==> src/hw/phag_pkg.sv <==
// Constants and types for the peripheral hold arbiter and glue block.
// Assumes a single 100 MHz system clock; slower rates are enable pulses.
package phag_pkg;

  // ----------------------------------------
  // Clock rates and dividers
  // ----------------------------------------
  localparam int CLK_KHZ      = 100000;
  localparam int TMR_RATE_KHZ = 1190;
  localparam int TMR_DIV      = CLK_KHZ / TMR_RATE_KHZ;
  localparam int DMA_RATE_KHZ = 5000;
  localparam int DMA_DIV      = CLK_KHZ / DMA_RATE_KHZ;

  // ----------------------------------------
  // Bus modes, one-hot
  // ----------------------------------------
  typedef enum logic [3:0] {
    MODE_CPU  = 4'h1,
    MODE_DMA  = 4'h2,
    MODE_EXTM = 4'h4,
    MODE_REFR = 4'h8
  } phag_mode_t;

  // ----------------------------------------
  // Counts and reset values
  // ----------------------------------------
  localparam logic [2:0] REFR_TICKS    = 3'h4;
  localparam logic [2:0] GATE_RST      = 3'h3;
  localparam logic [2:0] CHAN_WIDE_MIN = 3'h5;
  localparam int         PAGE_DEPTH    = 16;

  // ----------------------------------------
  // Sub-cell select decode
  // ----------------------------------------
  localparam int NUM_CS   = 7;
  localparam int CS_DMA1  = 0;
  localparam int CS_PIC1  = 1;
  localparam int CS_TMR   = 2;
  localparam int CS_PORTB = 3;
  localparam int CS_PAGE  = 4;
  localparam int CS_PIC2  = 5;
  localparam int CS_DMA2  = 6;
  localparam logic [9:0] CS_BASE [NUM_CS] = '{10'h000, 10'h020, 10'h040, 10'h061,
                                              10'h080, 10'h0A0, 10'h0C0};
  localparam logic [9:0] CS_MASK [NUM_CS] = '{10'h3E0, 10'h3E0, 10'h3E0, 10'h3FF,
                                              10'h3F0, 10'h3E0, 10'h3E0};

endpackage

==> src/hw/phag_top.sv <==
// Bus ownership arbiter and peripheral glue: modes, DMA address and
// timing glue, interrupt wiring, timer gate/output routing, selects.
// Assumes standard DMA, interrupt and timer cells sit outside.
//
// How it works
// - Bus owned in one of four modes: CPU, DMA, external master, refresh.
// - Hold grant low always means CPU mode.
// - Other modes only entered while hold grant is high.
// - Either address-enable input active forces DMA mode while hold grant is high.
// - Two 8-bit latches hold middle address; page file gives upper bits.
// - Each DMA cycle gets exactly one forced wait state.
// - DMA memory read leading edge delayed one DMA clock.
// - Eight channels: five 8-bit (0 to 4), three 16-bit (5 to 7).
// - Any channel reaches the whole 16 MB space.
// - Two interrupt cells cascaded for 15 sources.
// - All timer counters clocked at 1.19 MHz.
// - Timer gates 0 and 1 tied high.
// - Gate 2 flop captures data bit 0 on port B write.
// - Counter 0 output drives interrupt request 0.
// - Counter 1 output requests hold and starts refresh.
// - Counter 2 output goes to a pin.
// - Arbiter picks between DMA hold and refresh request, drives refresh line.
// - CPU hold request high whenever DMA or external master wants the bus.
// - Address decode produces a select per sub-cell.
// - Refresh line pulled low after granted refresh; external refresh accepted.
// - Address enable high in DMA cycles, low otherwise.
`timescale 1ns/1ps
`default_nettype none
module phag_top (
  input  wire logic        clk,
  input  wire logic        arst_n,
  input  wire logic        cpu_hold_grant,
  input  wire logic        dma_hold_req,
  input  wire logic        ext_master_req,
  input  wire logic        dma_addr_enable_first_n,
  input  wire logic        dma_addr_enable_second_n,
  input  wire logic [2:0]  dma_chan,
  input  wire logic [7:0]  dma_addr_low,
  input  wire logic [7:0]  dma_mid_data,
  input  wire logic        dma_mid_load_first,
  input  wire logic        dma_mid_load_second,
  input  wire logic        dma_cycle_start,
  input  wire logic        dma_mem_read_req_n,
  input  wire logic        cpu_mem_read_n,
  input  wire logic [13:0] irq_src,
  input  wire logic        sec_cell_int,
  input  wire logic        tmr_out0,
  input  wire logic        tmr_out1,
  input  wire logic        tmr_out2,
  input  wire logic [9:0]  pio_addr,
  input  wire logic        pio_wr,
  input  wire logic [7:0]  pd_data,
  input  wire logic        refresh_line_n_in,
  output var  logic        cpu_hold_request,
  output var  logic        internal_hold_grant,
  output var  logic        ext_master_grant,
  output var  logic [3:0]  bus_mode,
  output var  logic        addr_enable,
  output var  logic [23:0] dma_addr,
  output var  logic        dma_ready,
  output var  logic        memory_read_strobe_n,
  output var  logic [7:0]  irq_primary,
  output var  logic [7:0]  irq_secondary,
  output var  logic        tmr_clk_en,
  output var  logic [2:0]  tmr_gate,
  output var  logic        tone_out,
  output var  logic [phag_pkg::NUM_CS-1:0] cell_sel,
  output var  logic        refresh_line_n_out,
  output var  logic        refresh_line_n_oe
);
  import phag_pkg::*;

  // ----------------------------------------
  // Declarations
  // ----------------------------------------
  logic [1:0]        rst_sync_ff;
  logic              rst_n;
  logic              dma_tick;
  phag_mode_t        bus_mode_ff;
  phag_mode_t        nxt_mode;
  phag_mode_t        pick_mode;
  logic              aen_act;
  logic              refr_done;
  logic              refr_set;
  logic              refr_pend_ff;
  logic [2:0]        refr_cnt_ff;
  logic              tmr1_d_ff;
  logic              refr_in_d_ff;
  logic              cpu_hold_request_ff;
  logic              int_grant_ff;
  logic              ext_grant_ff;
  logic              addr_enable_ff;
  logic              refr_oe_ff;
  logic              refr_out_ff;
  logic              dma_ready_ff;
  logic              rd_strobe_ff;
  logic              rd_arm_ff;
  logic [7:0]        mid_first_ff;
  logic [7:0]        mid_second_ff;
  logic [7:0]        page_ff [PAGE_DEPTH];
  logic [7:0]        page_sel;
  logic [23:0]       dma_addr_ff;
  logic [7:0]        irq_pri_ff;
  logic [7:0]        irq_sec_ff;
  logic [2:0]        tmr_gate_ff;
  logic              tone_ff;
  logic [NUM_CS-1:0] cs_hit;
  logic [NUM_CS-1:0] cell_sel_ff;

  // ----------------------------------------
  // Reset release and clock enables
  // ----------------------------------------
  // Release through two flops so no flop sees a ragged reset edge
  always_ff @(posedge clk or negedge arst_n) begin
    if (!arst_n) begin
      rst_sync_ff <= 2'b00;
    end else begin
      rst_sync_ff <= {rst_sync_ff[0], 1'b1};
    end
  end
  assign rst_n = rst_sync_ff[1];

  // Timer count enable
  phag_tick_div #(.DIV(TMR_DIV)) u_tmr_div (
    .clk     (clk),
    .rst_n   (rst_n),
    .tick_ff (tmr_clk_en)
  );

  // DMA clock enable paces wait states, read delay and refresh length
  phag_tick_div #(.DIV(DMA_DIV)) u_dma_div (
    .clk     (clk),
    .rst_n   (rst_n),
    .tick_ff (dma_tick)
  );

  // ----------------------------------------
  // Mode arbitration
  // ----------------------------------------
  assign aen_act   = !dma_addr_enable_first_n || !dma_addr_enable_second_n;
  assign refr_done = (refr_cnt_ff == REFR_TICKS);
  // Refresh from counter 1 rising or from an outside source pulling the line
  assign refr_set  = (tmr_out1 && !tmr1_d_ff)
                  || (refr_in_d_ff && !refresh_line_n_in && !refr_oe_ff);

  // Refresh first so memory never starves, then DMA, then external master
  always_comb begin
    if (refr_pend_ff) begin
      pick_mode = MODE_REFR;
    end else if (dma_hold_req) begin
      pick_mode = MODE_DMA;
    end else if (ext_master_req) begin
      pick_mode = MODE_EXTM;
    end else begin
      pick_mode = MODE_CPU;
    end
  end

  // Next mode; refresh and external master cycles run to their end unless hold grant drops or address enable forces DMA
  always_comb begin
    nxt_mode = bus_mode_ff;
    if (!cpu_hold_grant) begin
      nxt_mode = MODE_CPU;
    end else if (aen_act) begin
      nxt_mode = MODE_DMA;
    end else begin
      case (bus_mode_ff)
        MODE_REFR: if (refr_done) nxt_mode = pick_mode;
        MODE_EXTM: if (!ext_master_req) nxt_mode = pick_mode;
        MODE_CPU:  nxt_mode = pick_mode;
        MODE_DMA:  nxt_mode = pick_mode;
        default:   nxt_mode = MODE_CPU;
      endcase
    end
  end

  // Mode register
  always_ff @(posedge clk or negedge rst_n) begin
    if (!rst_n) begin
      bus_mode_ff <= MODE_CPU;
    end else begin
      bus_mode_ff <= nxt_mode;
    end
  end

  // Refresh pending; a new request wins over the clear
  always_ff @(posedge clk or negedge rst_n) begin
    if (!rst_n) begin
      refr_pend_ff <= 1'b0;
      tmr1_d_ff    <= 1'b0;
      refr_in_d_ff <= 1'b1;
    end else begin
      tmr1_d_ff    <= tmr_out1;
      refr_in_d_ff <= refresh_line_n_in;
      if (refr_set) begin
        refr_pend_ff <= 1'b1;
      end else if (nxt_mode == MODE_REFR && bus_mode_ff != MODE_REFR) begin
        refr_pend_ff <= 1'b0;
      end
    end
  end

  // Refresh length in DMA clocks
  always_ff @(posedge clk or negedge rst_n) begin
    if (!rst_n) begin
      refr_cnt_ff <= 3'h0;
    end else if (bus_mode_ff != MODE_REFR) begin
      refr_cnt_ff <= 3'h0;
    end else if (dma_tick && !refr_done) begin
      refr_cnt_ff <= refr_cnt_ff + 3'h1;
    end
  end

  // Hold request and grants; hold stays up until every requester is gone
  always_ff @(posedge clk or negedge rst_n) begin
    if (!rst_n) begin
      cpu_hold_request_ff <= 1'b0;
      int_grant_ff        <= 1'b0;
      ext_grant_ff        <= 1'b0;
      addr_enable_ff      <= 1'b0;
    end else begin
      cpu_hold_request_ff <= dma_hold_req || ext_master_req
                          || refr_set || refr_pend_ff
                          || (bus_mode_ff == MODE_REFR && !refr_done);
      int_grant_ff        <= cpu_hold_grant && nxt_mode == MODE_DMA;
      ext_grant_ff        <= cpu_hold_grant && nxt_mode == MODE_EXTM;
      addr_enable_ff      <= (nxt_mode == MODE_DMA);
    end
  end

  // Open-drain refresh line, driven low only in refresh mode
  always_ff @(posedge clk or negedge rst_n) begin
    if (!rst_n) begin
      refr_oe_ff  <= 1'b0;
      refr_out_ff <= 1'b1;
    end else begin
      refr_oe_ff  <= (nxt_mode == MODE_REFR);
      refr_out_ff <= (nxt_mode != MODE_REFR);
    end
  end

  // ----------------------------------------
  // DMA timing glue
  // ----------------------------------------
  // Ready drops at cycle start and returns on the next DMA clock
  always_ff @(posedge clk or negedge rst_n) begin
    if (!rst_n) begin
      dma_ready_ff <= 1'b1;
    end else if (dma_cycle_start && bus_mode_ff == MODE_DMA) begin
      dma_ready_ff <= 1'b0;
    end else if (dma_tick) begin
      dma_ready_ff <= 1'b1;
    end
  end

  // Memory read: leading edge held a full DMA clock, trailing edge at once
  always_ff @(posedge clk or negedge rst_n) begin
    if (!rst_n) begin
      rd_strobe_ff <= 1'b1;
      rd_arm_ff    <= 1'b0;
    end else begin
      case (bus_mode_ff)
        MODE_DMA: begin
          if (dma_mem_read_req_n) begin
            rd_strobe_ff <= 1'b1;
            rd_arm_ff    <= 1'b0;
          end else if (dma_tick) begin
            rd_arm_ff <= 1'b1;
            if (rd_arm_ff) rd_strobe_ff <= 1'b0;
          end
        end
        MODE_REFR: begin
          rd_strobe_ff <= 1'b0;
          rd_arm_ff    <= 1'b0;
        end
        default: begin
          rd_strobe_ff <= cpu_mem_read_n;
          rd_arm_ff    <= 1'b0;
        end
      endcase
    end
  end

  // ----------------------------------------
  // DMA address extension
  // ----------------------------------------
  // Middle-byte latches, one per DMA cell
  always_ff @(posedge clk or negedge rst_n) begin
    if (!rst_n) begin
      mid_first_ff  <= 8'h00;
      mid_second_ff <= 8'h00;
    end else begin
      if (dma_mid_load_first)  mid_first_ff  <= dma_mid_data;
      if (dma_mid_load_second) mid_second_ff <= dma_mid_data;
    end
  end

  // Page file, written by CPU I/O through its select
  always_ff @(posedge clk or negedge rst_n) begin
    if (!rst_n) begin
      for (int i = 0; i < PAGE_DEPTH; i++) page_ff[i] <= 8'h00;
    end else if (pio_wr && cs_hit[CS_PAGE] && !addr_enable_ff) begin
      page_ff[pio_addr[3:0]] <= pd_data;
    end
  end
  assign page_sel = page_ff[{1'b0, dma_chan}];

  // Word channels shift by one; page bit 0 is lost there, as on a real AT
  always_ff @(posedge clk or negedge rst_n) begin
    if (!rst_n) begin
      dma_addr_ff <= 24'h00_0000;
    end else if (dma_chan >= CHAN_WIDE_MIN) begin
      dma_addr_ff <= {page_sel[7:1], mid_second_ff, dma_addr_low, 1'b0};
    end else begin
      dma_addr_ff <= {page_sel, mid_first_ff, dma_addr_low};
    end
  end

  // ----------------------------------------
  // Interrupt wiring and timer routing
  // ----------------------------------------
  // Secondary cell output enters primary input 2
  always_ff @(posedge clk or negedge rst_n) begin
    if (!rst_n) begin
      irq_pri_ff <= 8'h00;
      irq_sec_ff <= 8'h00;
    end else begin
      irq_pri_ff <= {irq_src[5:1], sec_cell_int, irq_src[0], tmr_out0};
      irq_sec_ff <= irq_src[13:6];
    end
  end

  // Gates 0 and 1 fixed; gate 2 from the port B write
  always_ff @(posedge clk or negedge rst_n) begin
    if (!rst_n) begin
      tmr_gate_ff <= GATE_RST;
      tone_ff     <= 1'b0;
    end else begin
      tmr_gate_ff[1:0] <= 2'b11;
      if (pio_wr && cs_hit[CS_PORTB] && !addr_enable_ff) begin
        tmr_gate_ff[2] <= pd_data[0];
      end
      tone_ff <= tmr_out2;
    end
  end

  // ----------------------------------------
  // Sub-cell selects
  // ----------------------------------------
  // Decode suppressed during DMA so the cells ignore DMA addresses
  for (genvar gi = 0; gi < NUM_CS; gi++) begin : g_cs
    assign cs_hit[gi] = ((pio_addr & CS_MASK[gi]) == CS_BASE[gi]);
  end

  always_ff @(posedge clk or negedge rst_n) begin
    if (!rst_n) begin
      cell_sel_ff <= '0;
    end else begin
      cell_sel_ff <= addr_enable_ff ? '0 : cs_hit;
    end
  end

  // ----------------------------------------
  // Outputs
  // ----------------------------------------
  assign cpu_hold_request     = cpu_hold_request_ff;
  assign internal_hold_grant  = int_grant_ff;
  assign ext_master_grant     = ext_grant_ff;
  assign bus_mode             = bus_mode_ff;
  assign addr_enable          = addr_enable_ff;
  assign dma_addr             = dma_addr_ff;
  assign dma_ready            = dma_ready_ff;
  assign memory_read_strobe_n = rd_strobe_ff;
  assign irq_primary          = irq_pri_ff;
  assign irq_secondary        = irq_sec_ff;
  assign tmr_gate             = tmr_gate_ff;
  assign tone_out             = tone_ff;
  assign cell_sel             = cell_sel_ff;
  assign refresh_line_n_out   = refr_out_ff;
  assign refresh_line_n_oe    = refr_oe_ff;
endmodule
`default_nettype wire

==> src/hw/phag_tick_div.sv <==
// Enable-pulse divider: one-cycle pulse every DIV clocks.
// Assumes rst_n is already synchronised to clk.
`timescale 1ns/1ps
`default_nettype none
module phag_tick_div #(
  parameter int DIV = 2
) (
  input  wire logic clk,
  input  wire logic rst_n,
  output var  logic tick_ff
);
  import phag_pkg::*;

  logic [7:0] cnt_ff;

  // Free-running count, pulse on wrap
  always_ff @(posedge clk or negedge rst_n) begin
    if (!rst_n) begin
      cnt_ff  <= 8'h00;
      tick_ff <= 1'b0;
    end else if (cnt_ff == 8'(DIV - 1)) begin
      cnt_ff  <= 8'h00;
      tick_ff <= 1'b1;
    end else begin
      cnt_ff  <= cnt_ff + 8'h01;
      tick_ff <= 1'b0;
    end
  end

endmodule
`default_nettype wire

==> config.mk <==
export PLATFORM = sky130hd
export DESIGN_NAME = phag_top
export DESIGN_NICKNAME = d
export VERILOG_FILES = /design/src/hw/phag_pkg.sv /design/src/hw/phag_top.sv /design/src/hw/phag_tick_div.sv
export SDC_FILE = /design/constraint.sdc
export NUM_CORES = 1
export LEC_CHECK = 0
export ABC_AREA = 1
export BUFFER_PORTS_ARGS = -buffer_cell sky130_fd_sc_hd__buf_2
export CORE_MARGIN = 10
export CORE_UTILIZATION = 45
export CTS_BUF_LIST = sky130_fd_sc_hd__clkbuf_4
export DETAILED_ROUTE_END_ITERATION = 6
export PLACE_DENSITY = 0.79
export SLEW_MARGIN = 10
export SYNTH_ARGS = -nofsm -noshare
export SYNTH_HDL_FRONTEND = slang
export SYNTH_HIERARCHICAL = 1
export SYNTH_SLANG_ARGS = --single-unit
==> constraint.sdc <==
create_clock -name clk -period 4.65 [get_ports clk]
set_input_delay 1.395 -clock clk [delete_from_list [all_inputs] [get_ports clk]]
set_output_delay 1.395 -clock clk [all_outputs]
set_load 0.02 [all_outputs]
==> results.toml <==
[run_status]
outcome = "finished, final reports clean"

[die]
core_area_um2 = 15300
design.die.area_um2 = 21200
fp.dieW_um = 145
ios = 133
start_util_pct = 46.3
rows = 45
die_height_um = 145

[sta]
max_freq_mhz = 374
fin_crit_sh_pct = 57.5
tns_ns = 0
setup_viol = 0
skew_ns = 0.0162
layout_min_cycle_time_ns = 2.67
finalMaxSlewViolations = 0
slew_headroom_pct = 33.9
worst_pin_slew_ns = 0.991
finalHoldViolations = 0
rsz0062_at_grt = "false"
fin_ws_ns = 1.98

[power_and_ir_drop]
power.total_mw = 2.74
power.share.clock_pct = 33.8
switching_share_pct = 26.5
ir_worst_vdd_mv = 0.137
powerDensity_nw_per_um2 = 334
pwr-share-seq_pct = 55.8
p_leak_nw = 4.24
p_sw_mw = 0.724
comb_power_share_pct = 10.4
p_int_mw = 2.01

[setup_path]
crit_chain = "buf_2"
crit_path_max_fanout = 4
crit_arrival_ns = 1.28
cp-start-kind = "register"
path_class = "reg -> out"
cpMaxStageDelayCell = "dfstp_2"
cpLargestDelayFamily = "flip-flops"
reg2reg_slack_ns = 2.82
crit_buf_inv = 1
end_kind = "output port"
max_stage_delay_ns = 0.58
required_ns = 3.25

[clock_network]
cts_sinks = 165
clock_path_buffers = 2
post_cts_buffers = 0
cts_htree_levels = 4
cts_resized = 0
cts_tree = "yes"
clk_latency_ns = 0.54
numCtsBuffers = 17
cts-hold-fix-buffers = 0
cts_root_buffer = "clkbuf_4"
clk_pin_slew_ns = 0.12

[placed_design]
dp_hpwl_um = 12400
placed_cells = 1098
gp_congestion = 0.942
place_ws_ns = 1.65
portBuffers = 130

[route]
wl_per_cell_um = 15.6
vias_per_cell = 5.21
vias = 5892
wl_um = 17600
postRouteAntennaNets = 0
drc_errors = 0
drtIter0Drc = 458
drt-pass1-iter-count = 5

[synthesis]
ys_types = 37
synth_top_area_share_pct = 56.5
synth.largest_area_cell = "dfrtp_1"
ys_top_cells_by_area = "dfrtp_1 57%, nand2_1 11%, nand4_1 5.6%, nor2_1 4.9%, o21ai_0 4.0%"
synth_area_um2 = 7090
synth-seq-cells = 165
ys_seq_area_share_pct = 58.4
synth-warning-count = 6
avgSynthCellArea_um2 = 8.98
syn_inst = 789

[hold_path]
min_path_type = "reg -> reg"

[job]
drv_cap = 0

[layout]
final_common_cell = "nand2_1"
nFillCells = 1409
instances_no_fill = 1131
nNetsFinal = 979
area_delta_synth_final_pct = 15.6
layout_common_cells = "209 x nand2_1, 159 x dfrtp_1, 130 x buf_2"
drive_above_1_share_pct = 22.0

[global_route]
antenna_found_initial = 1
track_usage_pct = 16.6
grt_pass1_vias = 5578
grt_max_degree = 92
grt_pass1_wl_um = 28900
overflow = 0
==> stage by stage <==
step           area (µm²)  util, %  hold WS (ns)
2_1_floorplan        7090        -         0.331
3_3_place_gp         7870     51.4         0.334
3_5_place_dp         7870     51.4         0.340
4_1_cts              8190     53.5         0.374
5_1_grt              8190     53.5         0.387
6_report             8190     53.5         0.368
==> per-layer routing <==
layer / up-vias / track usage [%] / part of all wire [%]
li1: 2821 / - / -
met1: 2776 / 22.8 / 44
met2: 269 / 24.0 / 45
met3: 26 / 5.90 / 9.9
met4: 0 / 4.75 / 1.4
met5: - / 0 / 0
==> synth_stat cells, drive strengths merged <==
master    n
dfrtp   160
o211ai    1
xnor2     2
nand3    26
o32ai     1
clkbuf   22
nand4    63
o21bai    2
a21oi     7
ha        4
nand3b    1
mux2      7
conb      1
nor4      3
a31oi     8
xor2      3
o21ai    56
nor3      2
inv      61
o22ai    11
nor2    107
nand2   212
o21a      2
or2       4
a211oi    1
dfstp     5
buf      17
==> area by class of cell <==
cell class	count	area (µm²)	share of cell area [%]
flip-flops and latches	165	4140	50.5
multi-input cells	526	2530	30.8
repair buffers	135	713	8.70
well taps	211	264	3.22
inverters	61	229	2.79
clock inverters	14	184	2.24
clock buffers	18	135	1.65
diodes	1	2.50	0.0305
==> state kept, by name (all words and copies together), names as in the netlist, 8 cells and up <==
name	count
u_tmr_div/cnt_ff	8
page_ff	61
dma_addr	24
irq_secondary	8
mid_second_ff	8
mid_first_ff	8
irq_primary	8
u_dma_div/cnt_ff	8
==> power by group through the flow <==
stage,Clock (mW),Combinational (mW),Sequential (mW)
final,0.924,0.285,1.53
after global routing,1.02,0.316,1.54
after CTS,0.953,0.286,1.53
after detailed placement,0,0.285,1.56
after global placement,0,0.280,1.55
after floorplan,0,0.118,1.60
==> worst paths after layout <==
path	from	endpoint	cells after the start
max	bus_mode[0]	bus_mode[0]	1
min	rst_sync_ff[0]	rst_sync_ff[1]	0
max reg2reg	addr_enable	page_ff[113]	7
min reg2reg	rst_sync_ff[0]	rst_sync_ff[1]	0
max in group asynchronous	rst_sync_ff[1]	memory_read_strobe_n	1
min in group asynchronous	rst_sync_ff[1]	dma_addr[5]	0
==> cell families (layout without fill, tap and decap cells) <==
| kind of cell | Yosys count | in the layout | synth area share [%] |
|---|---|---|---|
| AO/OA/AOI/OAI | 89 | 89 | 6.94 |
| AND/OR/NAND/NOR | 418 | 418 | 26.1 |
| flip-flops | 165 | 165 | 58.4 |
| multiplexers | 7 | 7 | 1.11 |
| XOR/XNOR | 5 | 5 | 0.618 |
| buffers and inverters | 100 | 228 | 6.09 |
| other | 1 | 4 | 0.0529 |
| adder cells (fa/ha/maj) | 4 | 4 | 0.706 |
Note: power is estimated with default switching activity, not from simulation.
